$ cat config.mk
export PLATFORM = sky130hd
export DESIGN_NAME = tsc_slave_ctrl
export DESIGN_NICKNAME = d
export VERILOG_FILES = /design/src/design/tsc_pkg.sv /design/src/design/tsc_slave_ctrl.sv
export SDC_FILE = /design/constraint.sdc
export NUM_CORES = 1
export LEC_CHECK = 0
export BUFFER_PORTS_ARGS = -buffer_cell sky130_fd_sc_hd__buf_2
export CAP_MARGIN = 25
export CORE_UTILIZATION = 49
export DETAILED_ROUTE_END_ITERATION = 16
export GPL_ROUTABILITY_DRIVEN = 0
export MAX_ROUTING_LAYER = met4
export PLACE_DENSITY = 0.84
export RECOVER_POWER = 25
export SLEW_MARGIN = 20
export SYNTH_ARGS = -nofsm -noshare
export SYNTH_HDL_FRONTEND = slang
export SYNTH_SLANG_ARGS = --single-unit
$ cat constraint.sdc
create_clock -name clk -period 3.18 [get_ports clk]
set_input_delay 0 -clock clk [delete_from_list [all_inputs] [get_ports clk]]
set_output_delay 0 -clock clk [all_outputs]
set_load 0.02 [all_outputs]
$ cat src/design/tsc_pkg.sv
// ============================================================
// Slave-mode and trigger control constants for the 16-bit timer
// ============================================================
// Holds register map, field positions, mode codes and bus answers.
// Assumes a 32-bit AXI4-Lite register bus on the timer kernel clock.
package tsc_pkg;
   localparam logic [7:0]  SMC_OFFSET    = 8'h08;
   localparam logic [7:0]  STAT_OFFSET   = 8'h40;
   localparam logic [15:0] SMC_RESET     = 16'h0000;
   localparam int          SMF_LSB       = 0;
   localparam int          REFCLR_BIT    = 3;
   localparam int          TRGSRC_LSB    = 4;
   localparam int          MSM_BIT       = 7;
   localparam int          FILT_LSB      = 8;
   localparam int          PSC_LSB       = 12;
   localparam int          ECLK2_BIT     = 14;
   localparam int          POL_BIT       = 15;
   localparam logic [2:0]  SMF_OFF       = 3'h0;
   localparam logic [2:0]  SMF_ENC1      = 3'h1;
   localparam logic [2:0]  SMF_ENC2      = 3'h2;
   localparam logic [2:0]  SMF_ENC3      = 3'h3;
   localparam logic [2:0]  SMF_RESET     = 3'h4;
   localparam logic [2:0]  SMF_GATED     = 3'h5;
   localparam logic [2:0]  SMF_TRIGGER   = 3'h6;
   localparam logic [2:0]  SMF_EXTCLK1   = 3'h7;
   localparam logic [2:0]  TRG_CH1EDGE   = 3'h4;
   localparam logic [2:0]  TRG_CH1       = 3'h5;
   localparam logic [2:0]  TRG_CH2       = 3'h6;
   localparam logic [2:0]  TRG_EXT_TRIGGER_FILTERED      = 3'h7;
   localparam logic [1:0]  RESP_OKAY     = 2'h0;
   localparam logic [1:0]  RESP_SLVERR   = 2'h2;
endpackage

$ cat src/design/tsc_slave_ctrl.sv
// ============================================================
// Timer slave-mode and trigger-input controller
// ============================================================
// Picks the trigger input, conditions the external trigger and
// turns the selected slave function into counter controls.
// Assumes channel inputs, internal triggers and run enable come from
// logic on clk; only the external trigger pin is asynchronous.
`timescale 1ns/10ps
`default_nettype none
module tsc_slave_ctrl
   import tsc_pkg::*;
#(
   parameter int INSTANCE = 2
) (
   input  wire logic        clk,
   input  wire logic        reset,
   input  wire logic [31:0] s_axi_awaddr,
   input  wire logic        s_axi_awvalid,
   output var  logic        s_axi_awready,
   input  wire logic [31:0] s_axi_wdata,
   input  wire logic [3:0]  s_axi_wstrb,
   input  wire logic        s_axi_wvalid,
   output var  logic        s_axi_wready,
   output var  logic [1:0]  s_axi_bresp,
   output var  logic        s_axi_bvalid,
   input  wire logic        s_axi_bready,
   input  wire logic [31:0] s_axi_araddr,
   input  wire logic        s_axi_arvalid,
   output var  logic        s_axi_arready,
   output var  logic [31:0] s_axi_rdata,
   output var  logic [1:0]  s_axi_rresp,
   output var  logic        s_axi_rvalid,
   input  wire logic        s_axi_rready,
   input  wire logic        extTriggerPin,
   input  wire logic        ch1FilteredInput,
   input  wire logic        ch2FilteredInput,
   input  wire logic [15:0] timerTrigger,
   input  wire logic        refClearInput,
   input  wire logic        counterRunEnable,
   input  wire logic [1:0]  filterClockDivide,
   output var  logic        countTick,
   output var  logic        countUp,
   output var  logic        counterReset,
   output var  logic        updateEvent,
   output var  logic        counterStart,
   output var  logic        gateRun,
   output var  logic        refClearOut,
   output var  logic        syncMasterSlave,
   output var  logic        triggerInput,
   output var  logic        extTriggerFiltered
);

   typedef struct packed {
      logic [15:0] smc;
      logic        awReady;
      logic        wReady;
      logic        awHave;
      logic        wHave;
      logic [7:0]  awAddr;
      logic [15:0] wData;
      logic [1:0]  wStrb;
      logic        bValid;
      logic [1:0]  bResp;
      logic        arReady;
      logic        rValid;
      logic [1:0]  rResp;
      logic [31:0] rData;
      logic        etrMeta;
      logic        etrSync;
      logic        etrPolPrev;
      logic [2:0]  etrEdgeCnt;
      logic        ext_trigger_prescaled;
      logic [1:0]  dtsCnt;
      logic [4:0]  divCnt;
      logic [3:0]  agreeCnt;
      logic        ext_trigger_filtered;
      logic        etrfPrev;
      logic        ch1Prev;
      logic        ch2Prev;
      logic        trigger_input;
      logic        trgiPrev;
      logic        countTick;
      logic        countUp;
      logic        counterReset;
      logic        updateEvent;
      logic        counterStart;
      logic        gateRun;
      logic        refClear;
      logic        msm;
   } tsc_state_s;

   tsc_state_s s_reg;
   tsc_state_s s_next;

   // ============================================================
   // Decoding helpers
   // ============================================================
   function automatic logic [2:0] filt_div_log2(input logic [3:0] code);
      unique case (code)
         4'h0, 4'h1, 4'h2, 4'h3: filt_div_log2 = 3'h0;
         4'h4, 4'h5:             filt_div_log2 = 3'h1;
         4'h6, 4'h7:             filt_div_log2 = 3'h2;
         4'h8, 4'h9:             filt_div_log2 = 3'h3;
         4'hA, 4'hB:             filt_div_log2 = 3'h4;
         4'hC, 4'hD, 4'hE, 4'hF: filt_div_log2 = 3'h5;
      endcase
   endfunction

   function automatic logic [3:0] filt_len(input logic [3:0] code);
      unique case (code)
         4'h0:                   filt_len = 4'h1;
         4'h1:                   filt_len = 4'h2;
         4'h2:                   filt_len = 4'h4;
         4'h4, 4'h6, 4'h8:       filt_len = 4'h6;
         4'hA, 4'hC, 4'hD:       filt_len = 4'h5;
         4'h3, 4'h5, 4'h7, 4'h9,
         4'hB, 4'hE, 4'hF:       filt_len = 4'h8;
      endcase
   endfunction

   // Instance number feeding each internal trigger of this timer
   function automatic logic [3:0] itr_source(input logic [1:0] idx);
      logic [3:0] src;
      src = 4'h1;
      if (INSTANCE == 3) begin
         unique case (idx)
            2'h0: src = 4'h1;
            2'h1: src = 4'h2;
            2'h2: src = 4'hF;
            2'h3: src = 4'hE;
         endcase
      end else begin
         unique case (idx)
            2'h0: src = 4'h1;
            2'h1: src = 4'hF;
            2'h2: src = 4'h3;
            2'h3: src = 4'hE;
         endcase
      end
      return src;
   endfunction

   function automatic logic is_mapped(input logic [7:0] addr);
      return (addr == SMC_OFFSET) || (addr == STAT_OFFSET);
   endfunction

   // ============================================================
   // Combinational next state
   // ============================================================
   logic [2:0]  smf;
   logic [2:0]  trigger_source_select;
   logic [3:0]  filtCode;
   logic [1:0]  pscCode;
   logic        eclk2;
   logic        etrPol;
   logic        dtsTick;
   logic        sampleEn;
   logic [4:0]  divLast;
   logic        ch1Edge;
   logic        ch2Edge;
   logic        trgiRise;
   logic        etrfRise;
   logic        extTick;
   logic [15:0] wrVal;
   logic        wrFire;

   always_comb begin
      s_next   = s_reg;
      smf      = s_reg.smc[SMF_LSB +: 3];
      trigger_source_select   = s_reg.smc[TRGSRC_LSB +: 3];
      filtCode = s_reg.smc[FILT_LSB +: 4];
      pscCode  = s_reg.smc[PSC_LSB +: 2];
      eclk2    = s_reg.smc[ECLK2_BIT];

      // Register bus: address and data taken in either order
      s_next.updateEvent = 1'b0;
      if (s_axi_awvalid && s_reg.awReady) begin
         s_next.awHave = 1'b1;
         s_next.awAddr = s_axi_awaddr[7:0];
      end
      if (s_axi_wvalid && s_reg.wReady) begin
         s_next.wHave = 1'b1;
         s_next.wData = s_axi_wdata[15:0];
         s_next.wStrb = s_axi_wstrb[1:0];
      end
      wrFire = s_reg.awHave && s_reg.wHave && !s_reg.bValid;
      wrVal  = s_reg.smc;
      if (s_reg.wStrb[0]) begin
         wrVal[7:0] = s_reg.wData[7:0];
      end
      if (s_reg.wStrb[1]) begin
         wrVal[15:8] = s_reg.wData[15:8];
      end
      if (wrFire) begin
         s_next.awHave = 1'b0;
         s_next.wHave  = 1'b0;
         s_next.bValid = 1'b1;
         s_next.bResp  = is_mapped(s_reg.awAddr) ? RESP_OKAY : RESP_SLVERR;
         if (s_reg.awAddr == SMC_OFFSET) begin
            s_next.smc = wrVal;
         end
      end else if (s_reg.bValid && s_axi_bready) begin
         s_next.bValid = 1'b0;
      end
      s_next.awReady = !s_next.awHave && !s_next.bValid;
      s_next.wReady  = !s_next.wHave && !s_next.bValid;

      if (s_axi_arvalid && s_reg.arReady) begin
         s_next.rValid = 1'b1;
         s_next.rResp  = is_mapped(s_axi_araddr[7:0]) ? RESP_OKAY : RESP_SLVERR;
         s_next.rData  = 32'h0000_0000;
         if (s_axi_araddr[7:0] == SMC_OFFSET) begin
            s_next.rData[15:0] = s_reg.smc;
         end else if (s_axi_araddr[7:0] == STAT_OFFSET) begin
            s_next.rData[4:0] = {s_reg.countUp, s_reg.gateRun, s_reg.ext_trigger_prescaled,
                                 s_reg.ext_trigger_filtered, s_reg.trigger_input};
         end
      end else if (s_reg.rValid && s_axi_rready) begin
         s_next.rValid = 1'b0;
      end
      s_next.arReady = !s_next.rValid;

      // External trigger: sync, polarity, prescale, filter
      s_next.etrMeta    = extTriggerPin;
      s_next.etrSync    = s_reg.etrMeta;
      etrPol            = s_reg.etrSync ^ s_reg.smc[POL_BIT];
      s_next.etrPolPrev = etrPol;
      if (etrPol && !s_reg.etrPolPrev) begin
         s_next.etrEdgeCnt = s_reg.etrEdgeCnt + 3'h1;
      end
      // Divide by 2^k taken from edge count bit k-1
      s_next.ext_trigger_prescaled = (pscCode == 2'h0) ? etrPol : s_reg.etrEdgeCnt[pscCode - 2'h1];

      // DTS tick: reserved divide code behaves as divide by one
      dtsTick = 1'b1;
      s_next.dtsCnt = 2'h0;
      if (filterClockDivide == 2'h1 || filterClockDivide == 2'h2) begin
         dtsTick       = (s_reg.dtsCnt == ((2'h1 << filterClockDivide) - 2'h1));
         s_next.dtsCnt = dtsTick ? 2'h0 : s_reg.dtsCnt + 2'h1;
      end

      divLast = 5'((6'h1 << filt_div_log2(filtCode)) - 6'h1);
      if (filtCode == 4'h0) begin
         sampleEn = dtsTick;
         s_next.divCnt = 5'h00;
      end else begin
         sampleEn = (s_reg.divCnt >= divLast);
         s_next.divCnt = sampleEn ? 5'h00 : s_reg.divCnt + 5'h01;
      end
      if (sampleEn) begin
         if (s_reg.ext_trigger_prescaled == s_reg.ext_trigger_filtered) begin
            s_next.agreeCnt = 4'h0;
         end else if (s_reg.agreeCnt + 4'h1 >= filt_len(filtCode)) begin
            s_next.ext_trigger_filtered     = s_reg.ext_trigger_prescaled;
            s_next.agreeCnt = 4'h0;
         end else begin
            s_next.agreeCnt = s_reg.agreeCnt + 4'h1;
         end
      end
      s_next.etrfPrev = s_reg.ext_trigger_filtered;
      etrfRise        = s_reg.ext_trigger_filtered && !s_reg.etrfPrev;

      // Channel edges and trigger selection, all on clk
      s_next.ch1Prev = ch1FilteredInput;
      s_next.ch2Prev = ch2FilteredInput;
      ch1Edge = ch1FilteredInput ^ s_reg.ch1Prev;
      ch2Edge = ch2FilteredInput ^ s_reg.ch2Prev;
      unique case (trigger_source_select)
         TRG_CH1EDGE: s_next.trigger_input = ch1Edge;
         TRG_CH1:     s_next.trigger_input = ch1FilteredInput;
         TRG_CH2:     s_next.trigger_input = ch2FilteredInput;
         TRG_EXT_TRIGGER_FILTERED:    s_next.trigger_input = s_reg.ext_trigger_filtered;
         default:     s_next.trigger_input = timerTrigger[itr_source(trigger_source_select[1:0])];
      endcase
      s_next.trgiPrev = s_reg.trigger_input;
      trgiRise        = s_reg.trigger_input && !s_reg.trgiPrev;

      // Slave functions
      extTick = eclk2 ? etrfRise : 1'b1;
      s_next.counterReset = 1'b0;
      s_next.counterStart = 1'b0;
      s_next.gateRun      = 1'b1;
      s_next.countTick    = counterRunEnable && extTick;
      unique case (smf)
         SMF_OFF: begin
         end
         SMF_ENC1: begin
            s_next.countTick = counterRunEnable && ch2Edge;
            if (ch2Edge) begin
               s_next.countUp = !(ch2FilteredInput ^ ch1FilteredInput);
            end
         end
         SMF_ENC2: begin
            s_next.countTick = counterRunEnable && ch1Edge;
            if (ch1Edge) begin
               s_next.countUp = ch1FilteredInput ^ ch2FilteredInput;
            end
         end
         SMF_ENC3: begin
            s_next.countTick = counterRunEnable && (ch1Edge || ch2Edge);
            if (ch1Edge) begin
               s_next.countUp = ch1FilteredInput ^ ch2FilteredInput;
            end else if (ch2Edge) begin
               s_next.countUp = !(ch2FilteredInput ^ ch1FilteredInput);
            end
         end
         SMF_RESET: begin
            s_next.counterReset = trgiRise;
            s_next.updateEvent  = trgiRise;
         end
         SMF_GATED: begin
            // Low gate only holds the count, it never clears it
            s_next.gateRun   = s_reg.trigger_input;
            s_next.countTick = counterRunEnable && extTick && s_reg.trigger_input;
         end
         SMF_TRIGGER: begin
            s_next.counterStart = trgiRise;
         end
         SMF_EXTCLK1: begin
            // With clock mode 2 also set the filtered trigger wins
            s_next.countTick = counterRunEnable && (eclk2 ? etrfRise : trgiRise);
         end
      endcase
      // Direction is only meaningful in the encoder modes; elsewhere count up
      if (smf == SMF_OFF || smf[2]) begin
         s_next.countUp = 1'b1;
      end

      s_next.refClear = s_reg.smc[REFCLR_BIT] ? s_reg.ext_trigger_filtered : refClearInput;
      s_next.msm      = s_reg.smc[MSM_BIT];
   end

   always_ff @(posedge clk) begin
      if (reset) begin
         s_reg         <= '0;
         s_reg.smc     <= SMC_RESET;
         s_reg.countUp <= 1'b1;
      end else begin
         s_reg <= s_next;
      end
   end

   // ============================================================
   // Outputs, all straight from the state flops
   // ============================================================
   assign s_axi_awready      = s_reg.awReady;
   assign s_axi_wready       = s_reg.wReady;
   assign s_axi_bvalid       = s_reg.bValid;
   assign s_axi_bresp        = s_reg.bResp;
   assign s_axi_arready      = s_reg.arReady;
   assign s_axi_rvalid       = s_reg.rValid;
   assign s_axi_rresp        = s_reg.rResp;
   assign s_axi_rdata        = s_reg.rData;
   assign countTick          = s_reg.countTick;
   assign countUp            = s_reg.countUp;
   assign counterReset       = s_reg.counterReset;
   assign updateEvent        = s_reg.updateEvent;
   assign counterStart       = s_reg.counterStart;
   assign gateRun            = s_reg.gateRun;
   assign refClearOut        = s_reg.refClear;
   assign syncMasterSlave    = s_reg.msm;
   assign triggerInput       = s_reg.trigger_input;
   assign extTriggerFiltered = s_reg.ext_trigger_filtered;
endmodule
`default_nettype wire

=== Word level (Yosys, flattened, before mapping) ===
Memory sizes are Yosys's and may differ from the RTL's. A register that Yosys moved wholly into a read port is not among the register bits.
Index checks and enable logic that the tools add are counted.

* Reduce and logical (&&, ||, !) cells: 47
* Add/sub/neg operators: 7
* Multiply operators: 0
* Muxes and demuxes: 39
* Shift-type cells: 2
* Bitwise gates (word level): 8
* Div/mod/pow operators: 0
* Eq/ne operators: 23
* Magnitude comparators: 4

{| class="wikitable"
|+ Operators with widths
! kind !! count
|-
| $mux W4 || 9
|-
| $eq A3 B3 Y1 const B || 8
|-
| $logic_and A1 B1 Y1 || 18
|-
| $mux W1 || 18
|-
| $eq A8 B4 Y1 const B || 2
|-
| $eq A8 B7 Y1 const B || 2
|-
| $pmux W4 S4 || 1
|-
| $mux W11 || 1
|-
| $mux W5 || 2
|-
| $logic_not A1 Y1 || 9
|-
| $reduce_and A3 Y1 || 3
|-
| $eq A2 B2 Y1 const B || 3
|-
| $eq A3 B2 Y1 const B || 2
|-
| $mux W2 || 3
|-
| $reduce_or A2 Y1 || 3
|-
| $reduce_or A3 Y1 || 2
|-
| $add A5 B1 Y5 const B || 1
|-
| $ge A5 B5 Y1 || 1
|-
| $logic_or A1 B1 Y1 || 5
|-
| $lt A4 B5 Y1 const B || 1
|-
| $pmux W1 S5 || 1
|-
| $shl A1 B3 Y5 const A || 1
|-
| $sub A5 B1 Y5 const B || 1
|-
| $add A4 B1 Y4 const B || 1
|-
| 23 further kinds || 32
|}

* Output and inout bits: 51
* Word-level logic and storage cells: 168
* Bits in writable memories: 0
* Bits in registers: 100
* Memories kept: 2
* ROM bits: 112
* Latch bits: 0

{| class="wikitable"
|+ Memory list
! name !! words !! bits a word !! read ports !! clocked after Yosys merged registers in !! wr ports !! line !! text
|-
| (no name shown) || 16 || 4 || 1 || 1 || 0 || tsc_slave_ctrl.sv:110 || <nowiki>unique case (code)</nowiki>
|-
| (no name shown) || 16 || 3 || 1 || 1 || 0 || tsc_slave_ctrl.sv:99 || <nowiki>unique case (code)</nowiki>
|}

=== Depth between registers and ports, before layout ===
* Word-level depth: 9
* Mapped depth: 8

=== Worst setup path before layout ===
No wires, ideal clock.

* Path kind: register -> register
* Start: register s_reg[14] in the netlist's numbering
* End: register s_reg[17] in the netlist's numbering
* Cell stages (with the launch flop): 9
* Path slack: 0.955 ns
* Required time: 3.123 ns
* Path buffers: 0
* Arrival time: 2.167 ns
* Path through: dfxtp_1 ha_1 nor2b_1 or2_2 ha_1 a211o_1 a2111oi_2 and4_1 a31o_2

* Word-level cells in the longest chain between the ends: 4

{| class="wikitable"
|+ Ends and longest elaborated chain
! what !! line !! text
|-
| start: declaration || tsc_slave_ctrl.sv:92 || <nowiki>tsc_state_s s_reg;</nowiki>
|-
| start signal: assignment || tsc_slave_ctrl.sv:339 || <nowiki>s_reg <= s_next;</nowiki>
|-
| $add A4 B1 Y4 * || tsc_slave_ctrl.sv:253, tsc_slave_ctrl.sv:257 ||
|-
| $ge A4 B4 Y1 || tsc_slave_ctrl.sv:253 || <nowiki>end else if (s_reg.agreeCnt + 4'h1 >= filt_len(filtCode)) begin</nowiki>
|-
| $mux W4 * || tsc_slave_ctrl.sv:253 ||
|-
| $mux W4 * || tsc_slave_ctrl.sv:251 || <nowiki>if (s_reg.ext_trigger_prescaled == s_reg.ext_trigger_filtered) begin</nowiki>
|}

Mark *: on every way between the ends. The rest lies on a longest branch, timed or not.
A chain may end at the register's enable or synchronous reset.

==> impl_results.md <==
* Initial antenna violation count at 0
* Top area cells in the synthesized netlist: dfxtp_1, buf_4, nand2_1
* RR Startpoint: s_reg[91]
* Post-synth ARST share at 0%
* Layout area overhead at 16.1%
* Largest register FFs at 57
* Top sig layer: met4
* YS warnings at 0
* CTS Buf Count at 9
* Slew headroom at -8.23%
* I/O Buffers at 84
* Routed wl met3 at 507 um
* Post-DP HPWL at 7360 um
* Worst R2R Path Depth at 5
* Initial Util at 51.2%
* IO Count at 181
* Worst-path clk slew at 100 ps
* Setup TNS at 0 ps
* CTS Sinks at 105
* H-tree lvl count at 3
* FP Rows at 35
* Via Count at 4018
* R2R Setup Slk at 650 ps
* Fin util at 59.4%
* Avg Cell Area, Syn at 8.58 sq um
* Drt via density at 5.14
* Pwr dens at 424 nW/um^2
* Average wire per standard cell at 12.9 um
* Sequential area share after synthesis at 43.8%
* Synth Area in XOR/XNOR at 2.37%
* Synth unique cells at 51
* Pwr Total at 2.36 mW
* Largest net degree at the start of global routing at 40
* Commonest non-fill, non-tap cell in the layout: dfxtp_1
* Post-Route M1 WL at 4340 um
* First-pass iteration count of the detailed router at 4
* RSZ-0062 raised after global routing: no
* TritonCTS clock tree: yes
* Met2 Wirelength at 5080 um
* Final Cycle Share at 79.5%
* Yosys top cell area share at 43.8%
* Cells after synthesis at 559
* Min Tclk post-route at 2530 ps
* Hold Crit Depth at 4
* Die Area at 10200 sq um
* Total of max-cap violations at 1
* Largest area contributor in the netlist: dfxtp_1
* Hold WS at 86.5 ps
* Layout filler cell count at 843
* Adder-cell share of the synthesized area at 3.91%
* GRT overflow at 0
* Largest fanout on the critical path at 13
* Final-report hold violation count at 0
* CP endpoint kind: flop
* Vias in the first global route at 3744
* Status: finished with violations
* CP Class: reg2reg
* CP Launch Type: flop
* Nets@finish at 793
* Type of the most critical hold path: in2reg
* Max Slew Vio Count at 40
* Diode count at 0
* Die height at 101 um
* Die width at 101 um
* VDD IR-drop max at 0.000361 V
* Root Driver: clkbuf_8
* Finished layout cell area at 5570 sq um
* Share of cells above drive strength 1 at 13.3%
* Netlist Area Pre-Place at 4800 sq um
* Synthesized-area fraction occupied by and/or/nand/nor cells at 21.3%
* Postcts setup bufs at 0
* Core ar. at 9370 sq um
* #FFs+latches synth at 105
* DR DRC count at 0
* Static leakage at 2.26 nW
* CP Data Required Time at 3450 ps
* Compound-Gate Fraction of Synth Area at 12.5%
* First-pass GRT wire length at 16600 um
* Slew @ Worst Pin at 1620 ps
* DR iter-0 viols at 248
* Failing checks: max-capacitance violations, max-slew violations
* Hold_sp: s_axi_awvalid
* Worst skew pair latency at 370 ps
* Mux cell area share after synthesis at 6.83%
* Max Clock Skew at 12.3 ps
* Most used DFF post-synth: dfxtp_1
* Fmax achieved at 0.396 GHz
* Total track usage at 21.1%
* Routed Antenna Nets at 0
* Detailed Route WL at 10100 um
* Hold Path Sink: s_reg[94]
* Critical Path AT at 2800 ps
* EDFF count, synth at 0
* Placed Area at 5090 sq um
* Max Buffers Root-to-Sink at 2
* # setup viols final at 0
* Largest family of logic cells by synthesized area: simple AND/OR/NAND/NOR gates
* Commonest cells after routing, fill and taps aside: dfxtp_1, nand2_1, nor2_1
metal layers:
metal	vias to the layer above	track usage (%)
met5	-	-
met4	0	8.47
met3	18	4.30
met2	111	35.7
met1	1876	24.6
li1	2013	-
report_power, final:
| part | switching [mW] | total (mW) | internal (mW) |
|---|---|---|---|
| clock network | 0.458 | 0.753 | 0.295 |
| logic | 0.133 | 0.234 | 0.101 |
| registers | 0.0230 | 1.37 | 1.35 |
| total | 0.615 | 2.36 | 1.74 |
kinds of logic after synthesis:
logic type	after synthesis
AND/OR/NAND/NOR	220
flip-flops	105
AO/OA/AOI/OAI	97
buffers and inverters	77
multiplexers	31
adder cells (fa/ha/maj)	15
XOR/XNOR	13
other	1
critical path: stages, from the launching register on:
cell and delay (ps):
dfxtp_1 330, or4_4 540, and4bb_1 680, mux2i_1 510, o21ai_0 170, and3_1 190
synthesized netlist by cell type (all sizes together) (4+ instances only):
| cell type | instances |
|---|---|
| inv | 15 |
| a22oi | 18 |
| xnor2 | 7 |
| mux2 | 4 |
| nand2 | 75 |
| dfxtp | 105 |
| nand3 | 8 |
| a21oi | 43 |
| nor2 | 69 |
| o21ai | 16 |
| ha | 15 |
| nor3b | 5 |
| xor2 | 6 |
| buf | 44 |
| nand4 | 4 |
| nand2b | 8 |
| nor2b | 21 |
| mux2i | 26 |
| nor3 | 13 |
| clkbuf | 17 |
what timing repair did:
item	4_1_cts	5_1_grt
endpoints found under the hold margin	36	0
gates resized for setup	0	0
hold buffers	34	0
per-stage QoR:
stage | instances | setup WS [ps]
6_report | 782 | 653
5_1_grt | 782 | 404
4_1_cts | 782 | 681
3_5_place_dp | 732 | 709
3_3_place_gp | 732 | 807
2_1_floorplan | 576 | 955
worst max path at each step:
stage                   start        end  slack (ps)  depth (start not counted)
floorplan           s_reg[14]  s_reg[17]         960                          8
global placement    s_reg[91]       flop         810                          5
detailed placement  s_reg[91]       flop         710                          5
CTS                 s_reg[91]       flop         680                          5
global route        s_reg[91]       flop         400                          5
finish              s_reg[91]       flop         650                          5
area by class of cell:
type | instances | area, sq um | area share (%)
multi-input combinational | 394 | 2320 | 41.7
clock buffer | 10 | 128 | 2.29
clock inverter | 6 | 48.8 | 0.876
inverter | 16 | 60.1 | 1.08
tap | 129 | 161 | 2.90
timing repair buffer | 122 | 749 | 13.5
sequential | 105 | 2100 | 37.7
Power figures use the tool's default switching activity.
